**src/rtl/serdes_pkg.sv**
```systemverilog
// serdes_pkg: shared constants of the 16-bit serdes word datapath
// assumes one serial bit per pclk, so one word is twenty pclk cycles
package serdes_pkg;
  // word timing, bit counts in pclk cycles (one bit time each), RX_PIPE_WORDS in words
  localparam logic [4:0] LAST_BIT = 5'h13;
  localparam logic [4:0] TX_LOAD_PHASE = 5'h0F;
  localparam logic [4:0] RX_CAPTURE_CNT = 5'h13;
  localparam logic [4:0] COMMA_CNT_SET = 5'h07;
  localparam int RX_PIPE_WORDS = 3;
  // comma as it sits in rsh[19:13], first bit in rsh[13]
  localparam logic [6:0] COMMA_PLUS = 7'h7C;
  localparam logic [6:0] COMMA_MINUS = 7'h03;
  localparam logic [6:0] PRBS_SEED = 7'h7F;
  // 8b/10b tables, negative disparity column, first bit in the msb
  localparam logic [0:31][5:0] ENC_5B6B = {
    6'h27, 6'h1D, 6'h2D, 6'h31, 6'h35, 6'h29, 6'h19, 6'h38,
    6'h39, 6'h25, 6'h15, 6'h34, 6'h0D, 6'h2C, 6'h1C, 6'h17,
    6'h1B, 6'h23, 6'h13, 6'h32, 6'h0B, 6'h2A, 6'h1A, 6'h3A,
    6'h33, 6'h26, 6'h16, 6'h36, 6'h0E, 6'h2E, 6'h1E, 6'h2B};
  localparam logic [0:7][3:0] ENC_3B4B = {
    4'hB, 4'h9, 4'h5, 4'hC, 4'hD, 4'hA, 4'h6, 4'hE};
  localparam logic [5:0] K28_6B = 6'h0F;
  localparam logic [5:0] D7_6B = 6'h38;
  localparam logic [3:0] D3_4B = 4'hC;
  localparam logic [3:0] A7_4B = 4'h7;
  localparam logic [4:0] K28_X = 5'h1C;
  localparam logic [7:0] K23_7 = 8'hF7;
  localparam logic [7:0] K27_7 = 8'hFB;
  localparam logic [7:0] K29_7 = 8'hFD;
  localparam logic [7:0] K30_7 = 8'hFE;
  localparam logic [7:0] K_ERR_BYTE = 8'h00;
  localparam logic [15:0] LOS_WORD = 16'hFFFF;
  // host register map
  localparam logic [11:0] REG_CTRL = 12'h000;
  localparam logic [11:0] REG_TXWORD = 12'h004;
  localparam logic [11:0] REG_RXWORD = 12'h008;
  localparam logic [11:0] REG_STATUS = 12'h00C;
  localparam int CTRL_ENABLE = 0;
  localparam int CTRL_PRBS = 1;
  localparam int CTRL_PRE = 2;
  localparam int WORD_KLO = 16;
  localparam int WORD_KHI = 17;
  localparam int ST_WORD = 0;
  localparam int ST_PRBS = 1;
  localparam int ST_LOS = 2;
  localparam int ST_OE = 3;
  typedef enum logic [2:0] {
    SEL_CTRL = 3'h0,
    SEL_TX = 3'h1,
    SEL_RX = 3'h2,
    SEL_STATUS = 3'h3,
    SEL_NONE = 3'h4
  } reg_sel_t;
endpackage : serdes_pkg

```
**src/rtl/serdes_word_if.sv**
```systemverilog
// serdes_word_if: parallel word bus between host framing logic and serdes
// assumes both ends run on the same pclk; parked bus lines read as zero
`timescale 1ns/100ps
interface serdes_word_if;
  logic tx_reference_word_clock;
  logic [15:0] tx_word;
  logic tx_low_byte_k_flag;
  logic tx_high_byte_k_flag;
  logic prbs_test_enable;
  logic device_enable;
  logic pre_emphasis_select;
  logic rx_recovered_word_clock;
  logic [15:0] rx_word_drv;
  logic rx_low_k_drv;
  logic rx_high_byte_k_flag;
  logic rx_bus_oe;
  logic [15:0] rx_word;
  logic rx_low_byte_k_flag;

  // undriven bus lines settle low
  assign rx_word = rx_bus_oe ? rx_word_drv : 16'h0000;
  assign rx_low_byte_k_flag = rx_bus_oe ? rx_low_k_drv : 1'b0;

  modport device (
    input tx_reference_word_clock, tx_word, tx_low_byte_k_flag,
    input tx_high_byte_k_flag, prbs_test_enable, device_enable,
    input pre_emphasis_select,
    output rx_recovered_word_clock, rx_word_drv, rx_low_k_drv,
    output rx_high_byte_k_flag, rx_bus_oe
  );
  modport host (
    output tx_reference_word_clock, tx_word, tx_low_byte_k_flag,
    output tx_high_byte_k_flag, prbs_test_enable, device_enable,
    output pre_emphasis_select,
    input rx_recovered_word_clock, rx_word, rx_low_byte_k_flag,
    input rx_high_byte_k_flag, rx_bus_oe
  );
endinterface : serdes_word_if
```
**src/rtl/serdes_word_device.sv**
```systemverilog
// serdes_word_device: 8b/10b word datapath of the serdes end
// assumes one serial bit per pclk and a host word strobe every 20 cycles
// Overview of operation
// - transmit latency fixed, 34 to 38 bits
// - each byte gets its own encoder
// - k flag per byte selects control encoding
// - prbs enable substitutes 2^7-1 pattern
// - prbs mode ignores host word and flags
// - twenty bits per word, bit 0 first
// - pre-emphasis select: 0 low, 1 high
// - two aligned symbols decode into one word
// - receive outputs valid at word clock edge
// - receive latency fixed, 76 to 107 bits
// - lock within 200 ppm of bit clock
// - comma realigns, comma symbol lands low
// - receive k flags mark control bytes
// - only twelve k characters are accepted
// - bad byte reads as k0.0, alone
// - signal loss gives k31.7 on both bytes
// - remote sends commas only in low byte
// - disable parks serial out, bus, low flag
// - host keeps word clock running when disabled
// - prbs checker drops low k flag on error
// - host word captured on word clock edge
// - self-test pass shows on low k flag
//
// The implementer's own choices: the register offsets and the APB slave port.
`timescale 1ns/100ps
module serdes_word_device
  import serdes_pkg::*;
(
  input wire logic pclk,
  input wire logic presetn,
  serdes_word_if.device bus,
  output logic serial_out_positive,
  output logic serial_out_negative,
  output logic serial_out_oe,
  output logic pre_emph_20pct,
  input wire logic serial_in_positive,
  input wire logic serial_in_negative
);

  typedef struct packed {
    logic [4:0] tcnt;
    logic [19:0] st1;
    logic [19:0] st2;
    logic [19:0] tsh;
    logic tout;
    logic tout_n;
    logic toe;
    logic pre;
    logic trd;
    logic [6:0] lfsr;
    logic [19:0] rsh;
    logic [4:0] rcnt;
    logic [RX_PIPE_WORDS-1:0][19:0] pipe;
    logic rrd;
    logic [6:0] chk;
    logic perr;
    logic signal_lost_detector;
    logic [15:0] rw;
    logic rkl;
    logic rkh;
    logic rclk;
    logic roe;
  } state_t;

  state_t s_q;
  state_t s_d;

  function automatic logic bal6(input logic [5:0] c);
    return $countones(c) == 3;
  endfunction : bal6

  function automatic logic kval(input logic [7:0] b);
    return b[4:0] == K28_X || b == K23_7 || b == K27_7 || b == K29_7 || b == K30_7;
  endfunction : kval

  // returns {disparity after, ten bits with the first bit in bit 0}
  function automatic logic [10:0] enc8(
    input logic [7:0] b,
    input logic k,
    input logic rd
  );
    logic [5:0] c6;
    logic [3:0] c4;
    logic r1;
    logic a7;
    logic [4:0] x;
    x = b[4:0];
    c6 = (k && x == K28_X) ? K28_6B : ENC_5B6B[x];
    if (rd && (!bal6(c6) || c6 == D7_6B))
      c6 = ~c6;
    r1 = rd ^ !bal6(c6);
    a7 = (b[7:5] == 3'h7) && (k
      || (!r1 && (x == 5'h11 || x == 5'h12 || x == 5'h14))
      || (r1 && (x == 5'h0B || x == 5'h0D || x == 5'h0E)));
    c4 = a7 ? A7_4B : ENC_3B4B[b[7:5]];
    if (r1 && ($countones(c4) != 2 || c4 == D3_4B))
      c4 = ~c4;
    else if (!r1 && k && x == K28_X && $countones(c4) == 2 && c4 != D3_4B)
      c4 = ~c4;
    return {r1 ^ ($countones(c4) != 2), {<<{c6, c4}}};
  endfunction : enc8

  // returns {disparity after, error, k flag, byte}; search re-encodes
  // every candidate so invalid codes never slip through as data
  function automatic logic [10:0] dec8(
    input logic [9:0] s,
    input logic rd
  );
    logic [5:0] c6;
    logic [4:0] x;
    logic [7:0] b;
    logic [10:0] e;
    logic [10:0] r;
    logic hit;
    c6 = {<<{s[5:0]}};
    x = 5'h00;
    r = {rd, 2'b11, K_ERR_BYTE};
    hit = 1'b0;
    for (int i = 0; i < 32; i++)
    begin
      if (c6 == ENC_5B6B[i] || (c6 == ~ENC_5B6B[i] && (!bal6(c6) || c6 == ~D7_6B)))
        x = i[4:0];
    end
    if (c6 == K28_6B || c6 == ~K28_6B)
      x = K28_X;
    for (int n = 0; n < 32; n++)
    begin
      b = {n[2:0], x};
      e = enc8(b, n[3], rd ^ n[4]);
      if (!hit && e[9:0] == s && (!n[3] || kval(b)))
      begin
        hit = 1'b1;
        r = n[4] ? {e[10], 2'b11, K_ERR_BYTE} : {e[10], 1'b0, n[3], b};
      end
    end
    return r;
  endfunction : dec8

  function automatic logic [26:0] prbs20(input logic [6:0] seed);
    logic [6:0] s;
    logic [19:0] bits;
    s = seed;
    bits = 20'h00000;
    for (int i = 0; i < 20; i++)
    begin
      bits[i] = s[6] ^ s[5];
      s = {s[5:0], bits[i]};
    end
    return {s, bits};
  endfunction : prbs20

  logic [10:0] e0;
  logic [10:0] e1;
  logic [10:0] d0;
  logic [10:0] d1;
  logic [26:0] pr;
  logic comma;
  logic cap;
  logic berr;

  // low byte encodes first, high byte continues its disparity
  assign e0 = enc8(bus.tx_word[7:0], bus.tx_low_byte_k_flag, s_q.trd);
  assign e1 = enc8(bus.tx_word[15:8], bus.tx_high_byte_k_flag, e0[10]);
  assign d0 = dec8(s_q.pipe[RX_PIPE_WORDS-1][9:0], s_q.rrd);
  assign d1 = dec8(s_q.pipe[RX_PIPE_WORDS-1][19:10], d0[10]);
  // a cleared generator would lock at zero, so it restarts from the seed
  assign pr = prbs20(s_q.lfsr == 7'h00 ? PRBS_SEED : s_q.lfsr);
  assign comma = s_q.rsh[19:13] == COMMA_PLUS || s_q.rsh[19:13] == COMMA_MINUS;
  assign cap = s_q.rcnt == RX_CAPTURE_CNT;
  assign berr = bus.prbs_test_enable
    && (serial_in_positive != (s_q.chk[6] ^ s_q.chk[5]));

  always_comb
  begin
    s_d = s_q;
    // transmit: capture on the word strobe, load shifter at a fixed phase
    if (bus.tx_reference_word_clock || s_q.tcnt == LAST_BIT)
      s_d.tcnt = 5'h00;
    else
      s_d.tcnt = s_q.tcnt + 5'h01;
    if (bus.tx_reference_word_clock)
    begin
      if (bus.prbs_test_enable)
        {s_d.lfsr, s_d.st1} = pr;
      else
      begin
        s_d.st1 = {e1[9:0], e0[9:0]};
        s_d.trd = e1[10];
      end
      s_d.st2 = s_q.st1;
    end
    // two word stages plus the load phase give 36 bit times
    if (s_q.tcnt == TX_LOAD_PHASE)
    begin
      s_d.tsh = s_q.st2;
      s_d.tout = s_q.st2[0];
    end
    else
    begin
      s_d.tsh = {1'b0, s_q.tsh[19:1]};
      s_d.tout = s_q.tsh[1];
    end
    s_d.tout_n = ~s_d.tout;
    s_d.toe = bus.device_enable;
    s_d.pre = bus.pre_emphasis_select;
    // receive: same pclk as the far end, so rate offset is nil
    s_d.rsh = {serial_in_positive, s_q.rsh[19:1]};
    s_d.chk = {s_q.chk[5:0], serial_in_positive};
    s_d.signal_lost_detector = serial_in_positive == serial_in_negative;
    if (comma)
      s_d.rcnt = COMMA_CNT_SET;
    else if (cap)
      s_d.rcnt = 5'h00;
    else
      s_d.rcnt = s_q.rcnt + 5'h01;
    s_d.perr = cap ? berr : (s_q.perr | berr);
    s_d.rclk = cap;
    s_d.roe = bus.device_enable;
    if (cap)
    begin
      // word pipe sets the fixed 80 bit receive latency
      s_d.pipe = {s_q.pipe[RX_PIPE_WORDS-2:0], s_q.rsh};
      s_d.rrd = d1[10];
      if (s_q.signal_lost_detector)
      begin
        s_d.rw = LOS_WORD;
        s_d.rkl = 1'b1;
        s_d.rkh = 1'b1;
      end
      else if (bus.prbs_test_enable)
      begin
        s_d.rw = 16'h0000;
        s_d.rkl = !s_q.perr;
        s_d.rkh = 1'b0;
      end
      else
      begin
        s_d.rw = {d1[7:0], d0[7:0]};
        s_d.rkl = d0[8];
        s_d.rkh = d1[8];
      end
    end
  end

  always_ff @(posedge pclk or negedge presetn)
  begin
    if (!presetn)
      s_q <= '0;
    else
      s_q <= s_d;
  end

  assign serial_out_positive = s_q.tout;
  assign serial_out_negative = s_q.tout_n;
  assign serial_out_oe = s_q.toe;
  assign pre_emph_20pct = s_q.pre;
  assign bus.rx_recovered_word_clock = s_q.rclk;
  assign bus.rx_word_drv = s_q.rw;
  assign bus.rx_low_k_drv = s_q.rkl;
  assign bus.rx_high_byte_k_flag = s_q.rkh;
  assign bus.rx_bus_oe = s_q.roe;

endmodule : serdes_word_device

```
**src/flat_wrapper.sv**
```systemverilog
// flat-port wrapper written by rule: the top's interface ports become plain ports
module serdes_word_device_flat import serdes_pkg::*;
  (pclk, presetn, serial_out_positive, serial_out_negative, serial_out_oe, pre_emph_20pct, serial_in_positive, serial_in_negative, bus_tx_reference_word_clock, bus_tx_word, bus_tx_low_byte_k_flag, bus_tx_high_byte_k_flag, bus_prbs_test_enable, bus_device_enable, bus_pre_emphasis_select, bus_rx_recovered_word_clock, bus_rx_word_drv, bus_rx_low_k_drv, bus_rx_high_byte_k_flag, bus_rx_bus_oe);
  serdes_word_if bus_i ();
  input wire logic pclk;
  input wire logic presetn;
  output logic serial_out_positive;
  output logic serial_out_negative;
  output logic serial_out_oe;
  output logic pre_emph_20pct;
  input wire logic serial_in_positive;
  input wire logic serial_in_negative;
  input wire logic [$bits(bus_i.tx_reference_word_clock)-1:0] bus_tx_reference_word_clock;
  input wire logic [$bits(bus_i.tx_word)-1:0] bus_tx_word;
  input wire logic [$bits(bus_i.tx_low_byte_k_flag)-1:0] bus_tx_low_byte_k_flag;
  input wire logic [$bits(bus_i.tx_high_byte_k_flag)-1:0] bus_tx_high_byte_k_flag;
  input wire logic [$bits(bus_i.prbs_test_enable)-1:0] bus_prbs_test_enable;
  input wire logic [$bits(bus_i.device_enable)-1:0] bus_device_enable;
  input wire logic [$bits(bus_i.pre_emphasis_select)-1:0] bus_pre_emphasis_select;
  output wire logic [$bits(bus_i.rx_recovered_word_clock)-1:0] bus_rx_recovered_word_clock;
  output wire logic [$bits(bus_i.rx_word_drv)-1:0] bus_rx_word_drv;
  output wire logic [$bits(bus_i.rx_low_k_drv)-1:0] bus_rx_low_k_drv;
  output wire logic [$bits(bus_i.rx_high_byte_k_flag)-1:0] bus_rx_high_byte_k_flag;
  output wire logic [$bits(bus_i.rx_bus_oe)-1:0] bus_rx_bus_oe;
  assign bus_i.tx_reference_word_clock = bus_tx_reference_word_clock;
  assign bus_i.tx_word = bus_tx_word;
  assign bus_i.tx_low_byte_k_flag = bus_tx_low_byte_k_flag;
  assign bus_i.tx_high_byte_k_flag = bus_tx_high_byte_k_flag;
  assign bus_i.prbs_test_enable = bus_prbs_test_enable;
  assign bus_i.device_enable = bus_device_enable;
  assign bus_i.pre_emphasis_select = bus_pre_emphasis_select;
  assign bus_rx_recovered_word_clock = bus_i.rx_recovered_word_clock;
  assign bus_rx_word_drv = bus_i.rx_word_drv;
  assign bus_rx_low_k_drv = bus_i.rx_low_k_drv;
  assign bus_rx_high_byte_k_flag = bus_i.rx_high_byte_k_flag;
  assign bus_rx_bus_oe = bus_i.rx_bus_oe;
  serdes_word_device u_core (.pclk(pclk), .presetn(presetn), .bus(bus_i), .serial_out_positive(serial_out_positive), .serial_out_negative(serial_out_negative), .serial_out_oe(serial_out_oe), .pre_emph_20pct(pre_emph_20pct), .serial_in_positive(serial_in_positive), .serial_in_negative(serial_in_negative));
endmodule
```
**config.mk**
```make
export PLATFORM = sky130hd
export DESIGN_NAME = serdes_word_device_flat
export DESIGN_NICKNAME = d
export VERILOG_FILES = /design/src/rtl/serdes_pkg.sv /design/src/rtl/serdes_word_if.sv /design/src/rtl/serdes_word_device.sv /design/src/flat_wrapper.sv
export SDC_FILE = /design/constraint.sdc
export NUM_CORES = 1
export LEC_CHECK = 0
export CAP_MARGIN = 20
export CORE_MARGIN = 4
export CORE_UTILIZATION = 56
export CTS_BUF_LIST = sky130_fd_sc_hd__clkbuf_2
export CTS_CLUSTER_DIAMETER = 40
export DETAILED_ROUTE_END_ITERATION = 6
export DONT_BUFFER_PORTS = 1
export PLACE_DENSITY = 0.81
export RECOVER_POWER = 25
export SYNTH_ARGS = -nofsm -noshare
export SYNTH_HDL_FRONTEND = slang
export SYNTH_SLANG_ARGS = --single-unit
```
**constraint.sdc**
```tcl
create_clock -name pclk -period 13.35 [get_ports pclk]
set_clock_uncertainty 0.2 [all_clocks]
set_input_delay 0 -clock pclk [delete_from_list [all_inputs] [get_ports pclk]]
set_output_delay 0 -clock pclk [all_outputs]
set_load 0.01 [all_outputs]
```
# After elaboration in Yosys (flattened, before gate mapping)
# Memory sizes are Yosys's and may differ from the RTL's.
# Cells that the tools add are included.
# word_totals
regBits	191
romBits	832
input_bits	26
output_inout_bits	24
wordCells	1380
memories	6
# mem_list
memory	depth	width	read_ports	rd_clocked_by_memory_dff	write_ports	line	rtl
(no name shown)	32	6	1	0	0	serdes_word_device.sv:91	c6 = (k && x == K28_X) ? K28_6B : ENC_5B6B[x];
(no name shown)	32	6	1	0	0	serdes_word_device.sv:91	
(no name shown)	32	6	1	0	0	serdes_word_device.sv:91	
(no name shown)	32	6	1	0	0	serdes_word_device.sv:91	
(no name shown)	8	4	1	0	0	serdes_word_device.sv:98	c4 = a7 ? A7_4B : ENC_3B4B[b[7:5]];
(no name shown)	8	4	1	0	0	serdes_word_device.sv:98	
# classes
addsub	260
n_lt_le_gt_ge	6
eq_ne	291
n_mux	283
n_bitwise	104
reduce_logical	407
# ops
cell	count
$add 32x32->32	79
$ne 32x3->1 const B	52
$mux 11	64
$eq 32x3->1 const B	18
$eq 10x10->1	56
$add 1x1->2	166
$mux 5	65
$eq 6x6->1 const B	52
$mux 4	62
$logic_and 1x1->1	201
$eq 6x5->1 const B	26
$mux 6	22
$eq 5x5->1 const B	26
$logic_or 1x1->1	112
$logic_not 1->1	91
$eq 6x4->1 const B	14
$xor 1x1->1	81
$eq 9x10->1	8
$eq 5x4->1 const B	13
$mux 1	65
$add 32x2->32	2
$eq 6x3->1 const B	6
$mux 18	2
$not 6->6	6
24 further kinds	62

# Longest topological paths before layout
# Gate-level depths: netlist of run 1.
# logic_depth
depth_word	292
ltp_mapped	70
depth_no_buf	69

# Least setup slack after synthesis of run 1
# No wires, ideal clock.
# synth_timing
path_kind	register -> register
from	register u_core.s_q[75] in the netlist's numbering
to	register u_core.s_q (netlist bit u_core.bus.rx_word_drv[15])
setup_time_ns	0.077
arrival_ns	13.556
required_time_ns	13.073
setup_slack_ns	-0.484
stages_incl_launch_ff	56
path_buffers	4
period_less_slack_ns	13.834
cell_sequence	dfrtp_1 > inv_1 > ha_1 > inv_1 > fa_1 > or4b_4 > buf_6 > o2111ai_2 > nand2_1 > or4_1 > a221oi_1 > o22a_1 > inv_1 > ha_1 > or4_1 > a211oi_2 > nor3_4 > ha_1 > (+20 left out) > buf_6 > or3_1 > buf_6 > mux2_2 > fa_1 > ha_1 > nor4bb_1 > clkbuf_1 > nand3_1 > o21ai_0 > nand3_1 > o21a_1 > a31o_4 > o211ai_2 > nor2_2 > a311oi_1 > o21ai_0 > a21oi_1
# synth_via
elab_chain_cells	292
elab_cells_between_ends	847
classes_between	add/sub (137); eq/ne (166); mux (222); bitwise (40); reduce/logical (281); memory (1)
# synth_rtl
item	line	rtl
start: declaration	serdes_word_device.sv:68	state_t s_q;
start signal: assignment	serdes_word_device.sv:251	s_q <= '0;
start signal: assignment	serdes_word_device.sv:253	s_q <= s_d;
branches (longest 169 deep; another with $add 32x32->32)	n/a	
$mux 11 *	serdes_word_device.sv:133	if (!hit && e[9:0] == s && (!n[3] || kval(b)))
branches (longest 119 deep; another with $add 32x32->32)	n/a	
$mux 11 *	serdes_word_device.sv:133	
$mux 18 *	serdes_word_device.sv:233	else if (bus.prbs_test_enable)
$mux 18 *	serdes_word_device.sv:227	if (s_q.signal_lost_detector)
# Every way passes the cells marked *. The select of a mux whose other input is x is not followed.
# A chain may end at the register's enable or synchronous reset.

# Worst setup path in the final report of run 1
# layout_timing
from	input bus_tx_word[0]
to	register u_core.s_q[186] in the netlist's numbering
# layout_via
elab_chain_cells	58
elab_cells_between_ends	99
classes_between	add/sub (24); eq/ne (20); mux (12); bitwise (7); reduce/logical (35); memory (1)
# layout_rtl
item	line	rtl
start: declaration	flat_wrapper.sv:14	input wire logic [$bits(bus_i.tx_word)-1:0] bus_tx_word;
$not 5->6 (implied by the code)	serdes_word_device.sv:91	
$mem_v2 32x6	n/a	
$mux 6 (implied by the code) (2 in a row)	serdes_word_device.sv:91	
$mux 6	serdes_word_device.sv:91	
$add 1x1->2 (implied by the code)	serdes_word_device.sv:72	return $countones(c) == 3;
$add 32x32->32 (implied by the code) (2 in a row)	serdes_word_device.sv:72	
$eq 32x3->1	serdes_word_device.sv:72	
$logic_not 1->1	serdes_word_device.sv:92	if (rd && (!bal6(c6) || c6 == D7_6B))
(+39 left out)	n/a	
$mux 4	serdes_word_device.sv:98	
$add 1x1->2 (implied by the code)	serdes_word_device.sv:99, serdes_word_device.sv:101	
$add 32x32->32 (implied by the code)	serdes_word_device.sv:99, serdes_word_device.sv:101	
$eq 32x3->1	serdes_word_device.sv:101	else if (!r1 && k && x == K28_X && $countones(c4) == 2 && c4 != D3_4B)
$logic_and 1x1->1 (2 in a row)	serdes_word_device.sv:101	
$mux 4	serdes_word_device.sv:101	
$mux 4 *	serdes_word_device.sv:99	if (r1 && ($countones(c4) != 2 || c4 == D3_4B))
$mux 20 *	serdes_word_device.sv:186	if (bus.prbs_test_enable)
# Every way passes the cells marked *; elsewhere a longest branch is shown, timed or not. The select of a mux whose other input is x is not followed.

==> metrics.txt, run 1 <==
DR vias/cell=around 6.5; final period utilization=103.3%; worst skew pair latency=0.80 ns; Seq/Total Area, Yosys=25.06%; Place WS=-0.5683 ns; status=finished with violations; core area=31880 um^2; Worst path max stage delay=0.56 ns; drt wl/cell=20.55 um; Synth Flop Type=dfrtp_1; crit path buf inv count=8; die height=188.7 um; crit-path max FO=7; Detailed Routing Iterations Pass 1=6; Critical Path Source Type=input pin; Fin. Hold Viols=0; DRC=0; most common cell after layout, fill and taps aside=nand2_1; Slew @ Worst Pin=9.707 ns; Slew Viols, Final=between 150 and 200; total global-route track usage=30.36%; Netlist cell types=116; clk sinks=roughly 180; DRT iter0 DRCs=between 2000 and 3000; hold_ws=0.07583 ns; Initial Utilization=57.33%; post-route ant nets=0; Routed WL=just over 60000 um; total CTS buffers=17; Post-synth EDFFs=0; RSZ-0062 raised after global routing=yes; worst hold path type=in2reg; Ys Warns=0; vias in the first global route=18009; Die X=between 150 and 200 um; grt ovf=0; CTS tree=yes; critical setup path kind=in2reg; share of cells above drive strength 1=22.86%; Placer Congestion=between 0.9 and 1; critical path's slowest cell=dlygate4sd3_1; row count=65; MaxCap Viol Count=1; clock root buffer=clkbuf_2; IO Pins=50; crit path DAT=approximately 14 ns; cells after synthesis=2310; via count=slightly below 20000; initial antenna violation count=1; nets@finish=2691; critical path's top delay family=adder cells; Post-DP HPWL=38820 um; Area Growth Syn to Fin=20.62%; most frequent CP cell=ha_1; I/O Buffers=0; maximum clock path buffer count=2; Mapped Area=18280 um^2; Worst Setup End Kind=flop; worst path required time=13.88 ns; Synth Net Count=2499; Mapped Avg Cell Area=7.912 um^2; Reg clk slew, reported paths=0.32 ns; first-pass GRT wire length=about 91000 um; flops & latches, synth=183; largest net degree at the start of global routing=roughly 180; commonest cells after routing, fill and taps aside=nand2_1 (339), buf_4 (248), dfrtp_1 (183), nor2_1 (161), o21ai_0 (141); ys async rst share=100.0%; post-route setup slack=-0.4471 ns; full die area=approximately 36000 um^2; Worst slew margin=-547.1%; htree depth=4; violated checks=max-capacitance violations, max-slew violations, negative setup slack; Max Clock Freq=72.48 MHz; Tmin final=13.80 ns; Finish-stage setup viols=12
[through the flow]
step	cells	util, %	TNS [ns]	instance area [um^2]
2_1_floorplan	2310	-	0	18400
3_3_place_gp	2798	62.12	-1.034	19800
3_5_place_dp	2798	62.12	-4.972	19800
4_1_cts	2910	66.60	0	21230
5_1_grt	2951	69.15	-9.357	22040
6_report	2951	69.15	-2.135	22040
[cell usage after synthesis (7+ instances only)]
library cell	count	area, um^2
mux2i_1	28	280.3
buf_1	16	60.06
dfrtp_1	183	4579
a31oi_1	38	237.7
inv_1	132	495.5
nor2b_1	12	75.07
a22oi_1	9	67.56
a21o_1	12	90.09
nand4_1	30	187.7
nand2_1	347	1303
nor4_1	14	87.58
mux2_2	59	664.4
o31ai_1	18	135.1
o21ai_0	159	795.8
a32oi_1	7	61.31
o21bai_1	7	52.55
nand3_1	112	560.5
o22ai_1	22	137.6
o211ai_1	34	255.2
ha_1	125	1564
or3_1	10	62.56
or4_1	7	52.55
or2_2	8	50.05
xor2_1	25	219.0
o21a_1	17	127.6
buf_2	10	50.05
nor2_1	167	626.9
fa_1	38	760.7
a211oi_1	18	135.1
buf_4	17	127.6
clkbuf_1	107	401.6
and3_1	26	162.7
nand2b_1	16	100.1
a221oi_1	13	113.9
and2_1	26	162.7
o21ai_1	7	35.03
nor3_1	50	250.2
o2111ai_1	12	105.1
a21boi_0	8	60.06
xnor2_1	68	595.6
a21oi_1	126	630.6
[path summary, 6_finish.rpt]
check | slack (ns) | cells past startpoint | from | endpoint
max reg2reg | -0.28 | 58 | u_core.s_q[71]$_DFFE_PN0P_ | u_core.s_q[29]$_DFFE_PN0P_
max in group asynchronous | 3.55 | 4 | presetn | u_core.s_q[169]$_DFFE_PN0P_
min in group asynchronous | 4.09 | 4 | presetn | u_core.bus.rx_word_drv[7]$_DFFE_PN0P_
max | -0.45 | 66 | bus_tx_word[0] | u_core.s_q[186]$_DFFE_PN0P_
min | 0.08 | 2 | bus_device_enable | u_core.bus.rx_bus_oe$_DFF_PN0_
min reg2reg | 0.19 | 0 | u_core.s_d[96]$_DFF_PN0_ | u_core.s_d[95]$_DFF_PN0_
[flip-flops by register name (all words and copies together) (netlist names)]
signal and cells:
u_core.s_q 142, u_core.bus.rx_word_drv 16, u_core.bus.rx_bus_oe 1, u_core.pre_emph_20pct 1
u_core.s_d 19, u_core.bus.rx_high_byte_k_flag 1, u_core.serial_out_negative 1, u_core.bus.rx_low_k_drv 1
u_core.bus.rx_recovered_word_clock 1
[kinds of logic (layout without fill, tap and decap cells)]
kind of cell             Yosys count  in the layout  share of synthesized area (%)
XOR/XNOR                          96             96                          4.724
adder cells (fa/ha/maj)          165            165                          12.83
flip-flops                       183            183                          25.06
AND/OR/NAND/NOR                  875            875                          22.87
AO/OA/AOI/OAI                    610            610                          22.45
other                              0              1                              0
multiplexers                      89             89                          5.415
buffers and inverters            292            497                          6.648
[timing repair]
item                                    in CTS  in global routing
hold endpoints to repair                   259                  0
hold buffers                                70                  0
buffers inserted                            10                 40
endpoints found under the setup margin      10                 15
pin swaps                                   34                 84
gates resized for setup                     61                136
[final cells by class]
class | count | area [um^2]
multi-input cells | 1835 | 13400
fillers | 2425 | 9836
flip-flops and latches | 183 | 4579
repair buffers | 328 | 2701
well taps | 435 | 544.3
inverters | 137 | 523.0
clock inverters | 15 | 212.7
clock buffers | 17 | 85.08
diodes | 1 | 2.502
[per-layer routing]
metal  GRT usage, %  share of wire [%]  vias to the layer above
met2          49.50                 47                     1231
met1          41.05                 39                     9080
met5              0                  0                        -
met4          10.76                4.5                        0
met3          5.113                9.1                      278
li1               -                  -                     8613
Power of run 1 is not shown: default switching activity piles up to over one toggle a cycle in this logic, so the estimate is an artifact.
==> run 2, diff against run 1 <==
--- a/config.mk
+++ b/config.mk
@@ -6,14 +6,17 @@
 export NUM_CORES = 1
 export LEC_CHECK = 0
 export CAP_MARGIN = 20
+export CORE_ASPECT_RATIO = 1.25
 export CORE_MARGIN = 4
 export CORE_UTILIZATION = 56
 export CTS_BUF_LIST = sky130_fd_sc_hd__clkbuf_2
 export CTS_CLUSTER_DIAMETER = 40
 export DETAILED_ROUTE_END_ITERATION = 6
 export DONT_BUFFER_PORTS = 1
+export MAX_ROUTING_LAYER = met4
 export PLACE_DENSITY = 0.81
 export RECOVER_POWER = 25
+export SLEW_MARGIN = 5
 export SYNTH_ARGS = -nofsm -noshare
 export SYNTH_HDL_FRONTEND = slang
 export SYNTH_SLANG_ARGS = --single-unit
==> run 2 against run 1 <==
  * The flow still finishes with violations (max-capacitance violations, max-slew violations, negative setup slack)
  * Wire length fell by 1.9%
  * Critical endpoint is now u_core.s_q[29]$_DFFE_PN0P_
  * Sequential cell count did not move
  * Design area rose by 1.5%
  * Setup slack improved by 0.28 ns
  * Cell count rose by 0.54%
  * Non-clock buffer count rose by 39
  * Global-route usage rose by 1.9 points
  * Die area barely moved
  * Critical path depth fell by 14
  * Core utilization rose by 0.87 points
  * Via count fell by 0.55%
==> metrics.txt, run 2 (same netlist as run 1, synthesis figures left out) <==
status=finished with violations; violated checks=max-capacitance violations, max-slew violations, negative setup slack; critical setup path kind=reg2reg; Post-DP HPWL=between 30000 and 40000 um; via count=19096; htree depth=4; DP Area=19920 um^2; worst path required time=13.97 ns; largest register by flop count=u_core.s_q; most frequent CP cell=ha_4; clock root buffer=clkbuf_2; row count=between 70 and 80; crit path DAT=roughly 14 ns; nets@finish=2730; largest net degree at the start of global routing=184; Tmin final=13.52 ns; worst skew pair latency=0.90 ns; grt ovf=0; critical path's slowest cell=dfrtp_1; die height=210.0 um; full die area=35610 um^2; Detailed Routing Iterations Pass 1=7; post-route ant nets=0; vias in the first global route=18219; Initial Utilization=approximately 57%; CTS tree=yes; DRT iter0 DRCs=2005; clk sinks=around 180; drt wl/cell=20.05 um; Routed WL=59500 um; Worst Reg2Reg Path Length in Cells=52; most common cell after layout, fill and taps aside=nand2_1; maximum clock path buffer count=2; fillers=2438; Max Clock Freq=approximately 74 MHz; crit-path max FO=7; initial antenna violation count=1; fin area=22380 um^2; Area Growth Syn to Fin=22.47%; Worst Setup End Kind=flop; core area=31970 um^2; Finish-stage setup viols=11; total global-route track usage=32.23%; max reg flops=142; post-route setup slack=-0.1686 ns; Reg clk slew, reported paths=0.37 ns; Critical Path Source Type=flop; Die X=169.6 um; Placer Congestion=0.9928; Worst slew margin=-548.2%; first-pass GRT wire length=92560 um; DR vias/cell=6.436; final period utilization=101.3%; share of cells above drive strength 1=23.38%; RSZ-0062 raised after global routing=yes; I/O Buffers=0; MaxCap Viol Count=2; Fin. Hold Viols=0; Slew Viols, Final=237; DRC=0; Worst path max stage delay=0.52 ns; Hold Path Depth=8; IO Pins=50; commonest cells after routing, fill and taps aside=nand2_1 (339), buf_4 (267), dfrtp_1 (181), nor2_1 (167), o21ai_0 (138); worst hold path type=in2reg; Slew @ Worst Pin=between 9 and 10 ns; total CTS buffers=17
==> run 2: changes by cell type in the layout (fill, tap and decap cells not counted), sizes merged <==
cell          before  now
dlygate4sd3       64   78
inv              139  142
buf              260  285
clkinvlp           2    1
clkbuf            18   21
clkinv            11    8
dlymetal6s4s       2    0
==> run 2: worst max-delay path, delay by kind of cell (launching register included) <==
kind                       cells  cell delay, ns
muxes                          1            0.32
AOI/OAI and AO/OA             21            4.66
adders and majority gates     12            4.38
buffers and inverters          6            0.71
xor gates and xnor gates       2            0.28
and+or+nand+nor               10            2.37
DFF                            1            0.52
==> run 2: per-stage QoR <==
step / hold WS, ns / worst slack, ns / utilization (%) / std cells / setup TNS [ns]
floorplan: -0.4956 / 0.0004992 / - / 2310 / 0
global placement: -0.4894 / -0.2339 / 62.31 / 2794 / -1.309
detailed placement: -0.4888 / -0.4613 / 62.31 / 2794 / -3.811
CTS: 0.006235 / 0.001268 / 68.16 / 2946 / 0
global route: 0.01629 / -0.5460 / 70.02 / 2967 / -6.558
finish: 0.06421 / -0.1686 / 70.02 / 2967 / -1.071
==> run 2: layer usage <==
| layer | vias to the layer above | global-route usage, % | wire length [um] |
|---|---|---|---|
| li1 | 8692 | - | - |
| met1 | 9112 | 40.80 | 23760 |
| met5 | - | - | 0 |
| met2 | 1024 | 52.46 | 28780 |
| met3 | 268 | 3.920 | 4064 |
| met4 | 0 | 13.39 | 2893 |
==> run 2: final cells by class <==
type,count,area [um^2],area share [%]
multi-input combinational,1835,13470,60.18
tap,412,515.5,2.303
antenna,1,2.502,0.01118
inverter,137,519.2,2.320
timing repair buffer,367,3027,13.52
clock buffer,18,90.09,0.4025
sequential,183,4582,20.47
clock inverter,14,176.4,0.7882
==> run 2: timing repair <==
action	CTS	global route
endpoints found under the setup margin	10	15
pin swaps	55	84
hold buffers	84	1
hold endpoints to repair	259	1
gates resized for setup	84	122
buffers inserted	36	21
==> run 2: final timing paths <==
check | start | endpoint | slack (ns)
max | u_core.s_q[72]$_DFFE_PN0P_ | u_core.s_q[29]$_DFFE_PN0P_ | -0.17
min | bus_tx_word[13] | u_core.s_q[122]$_DFFE_PN0P_ | 0.06
max reg2reg | u_core.s_q[72]$_DFFE_PN0P_ | u_core.s_q[29]$_DFFE_PN0P_ | -0.17
min reg2reg | u_core.s_d[106]$_DFF_PN0_ | u_core.s_d[105]$_DFF_PN0_ | 0.20
max in group asynchronous | presetn | u_core.s_q[70]$_DFFE_PN0P_ | 3.10
min in group asynchronous | presetn | u_core.bus.rx_word_drv[3]$_DFFE_PN0P_ | 4.07
Power of run 2 is left out for the same reason.
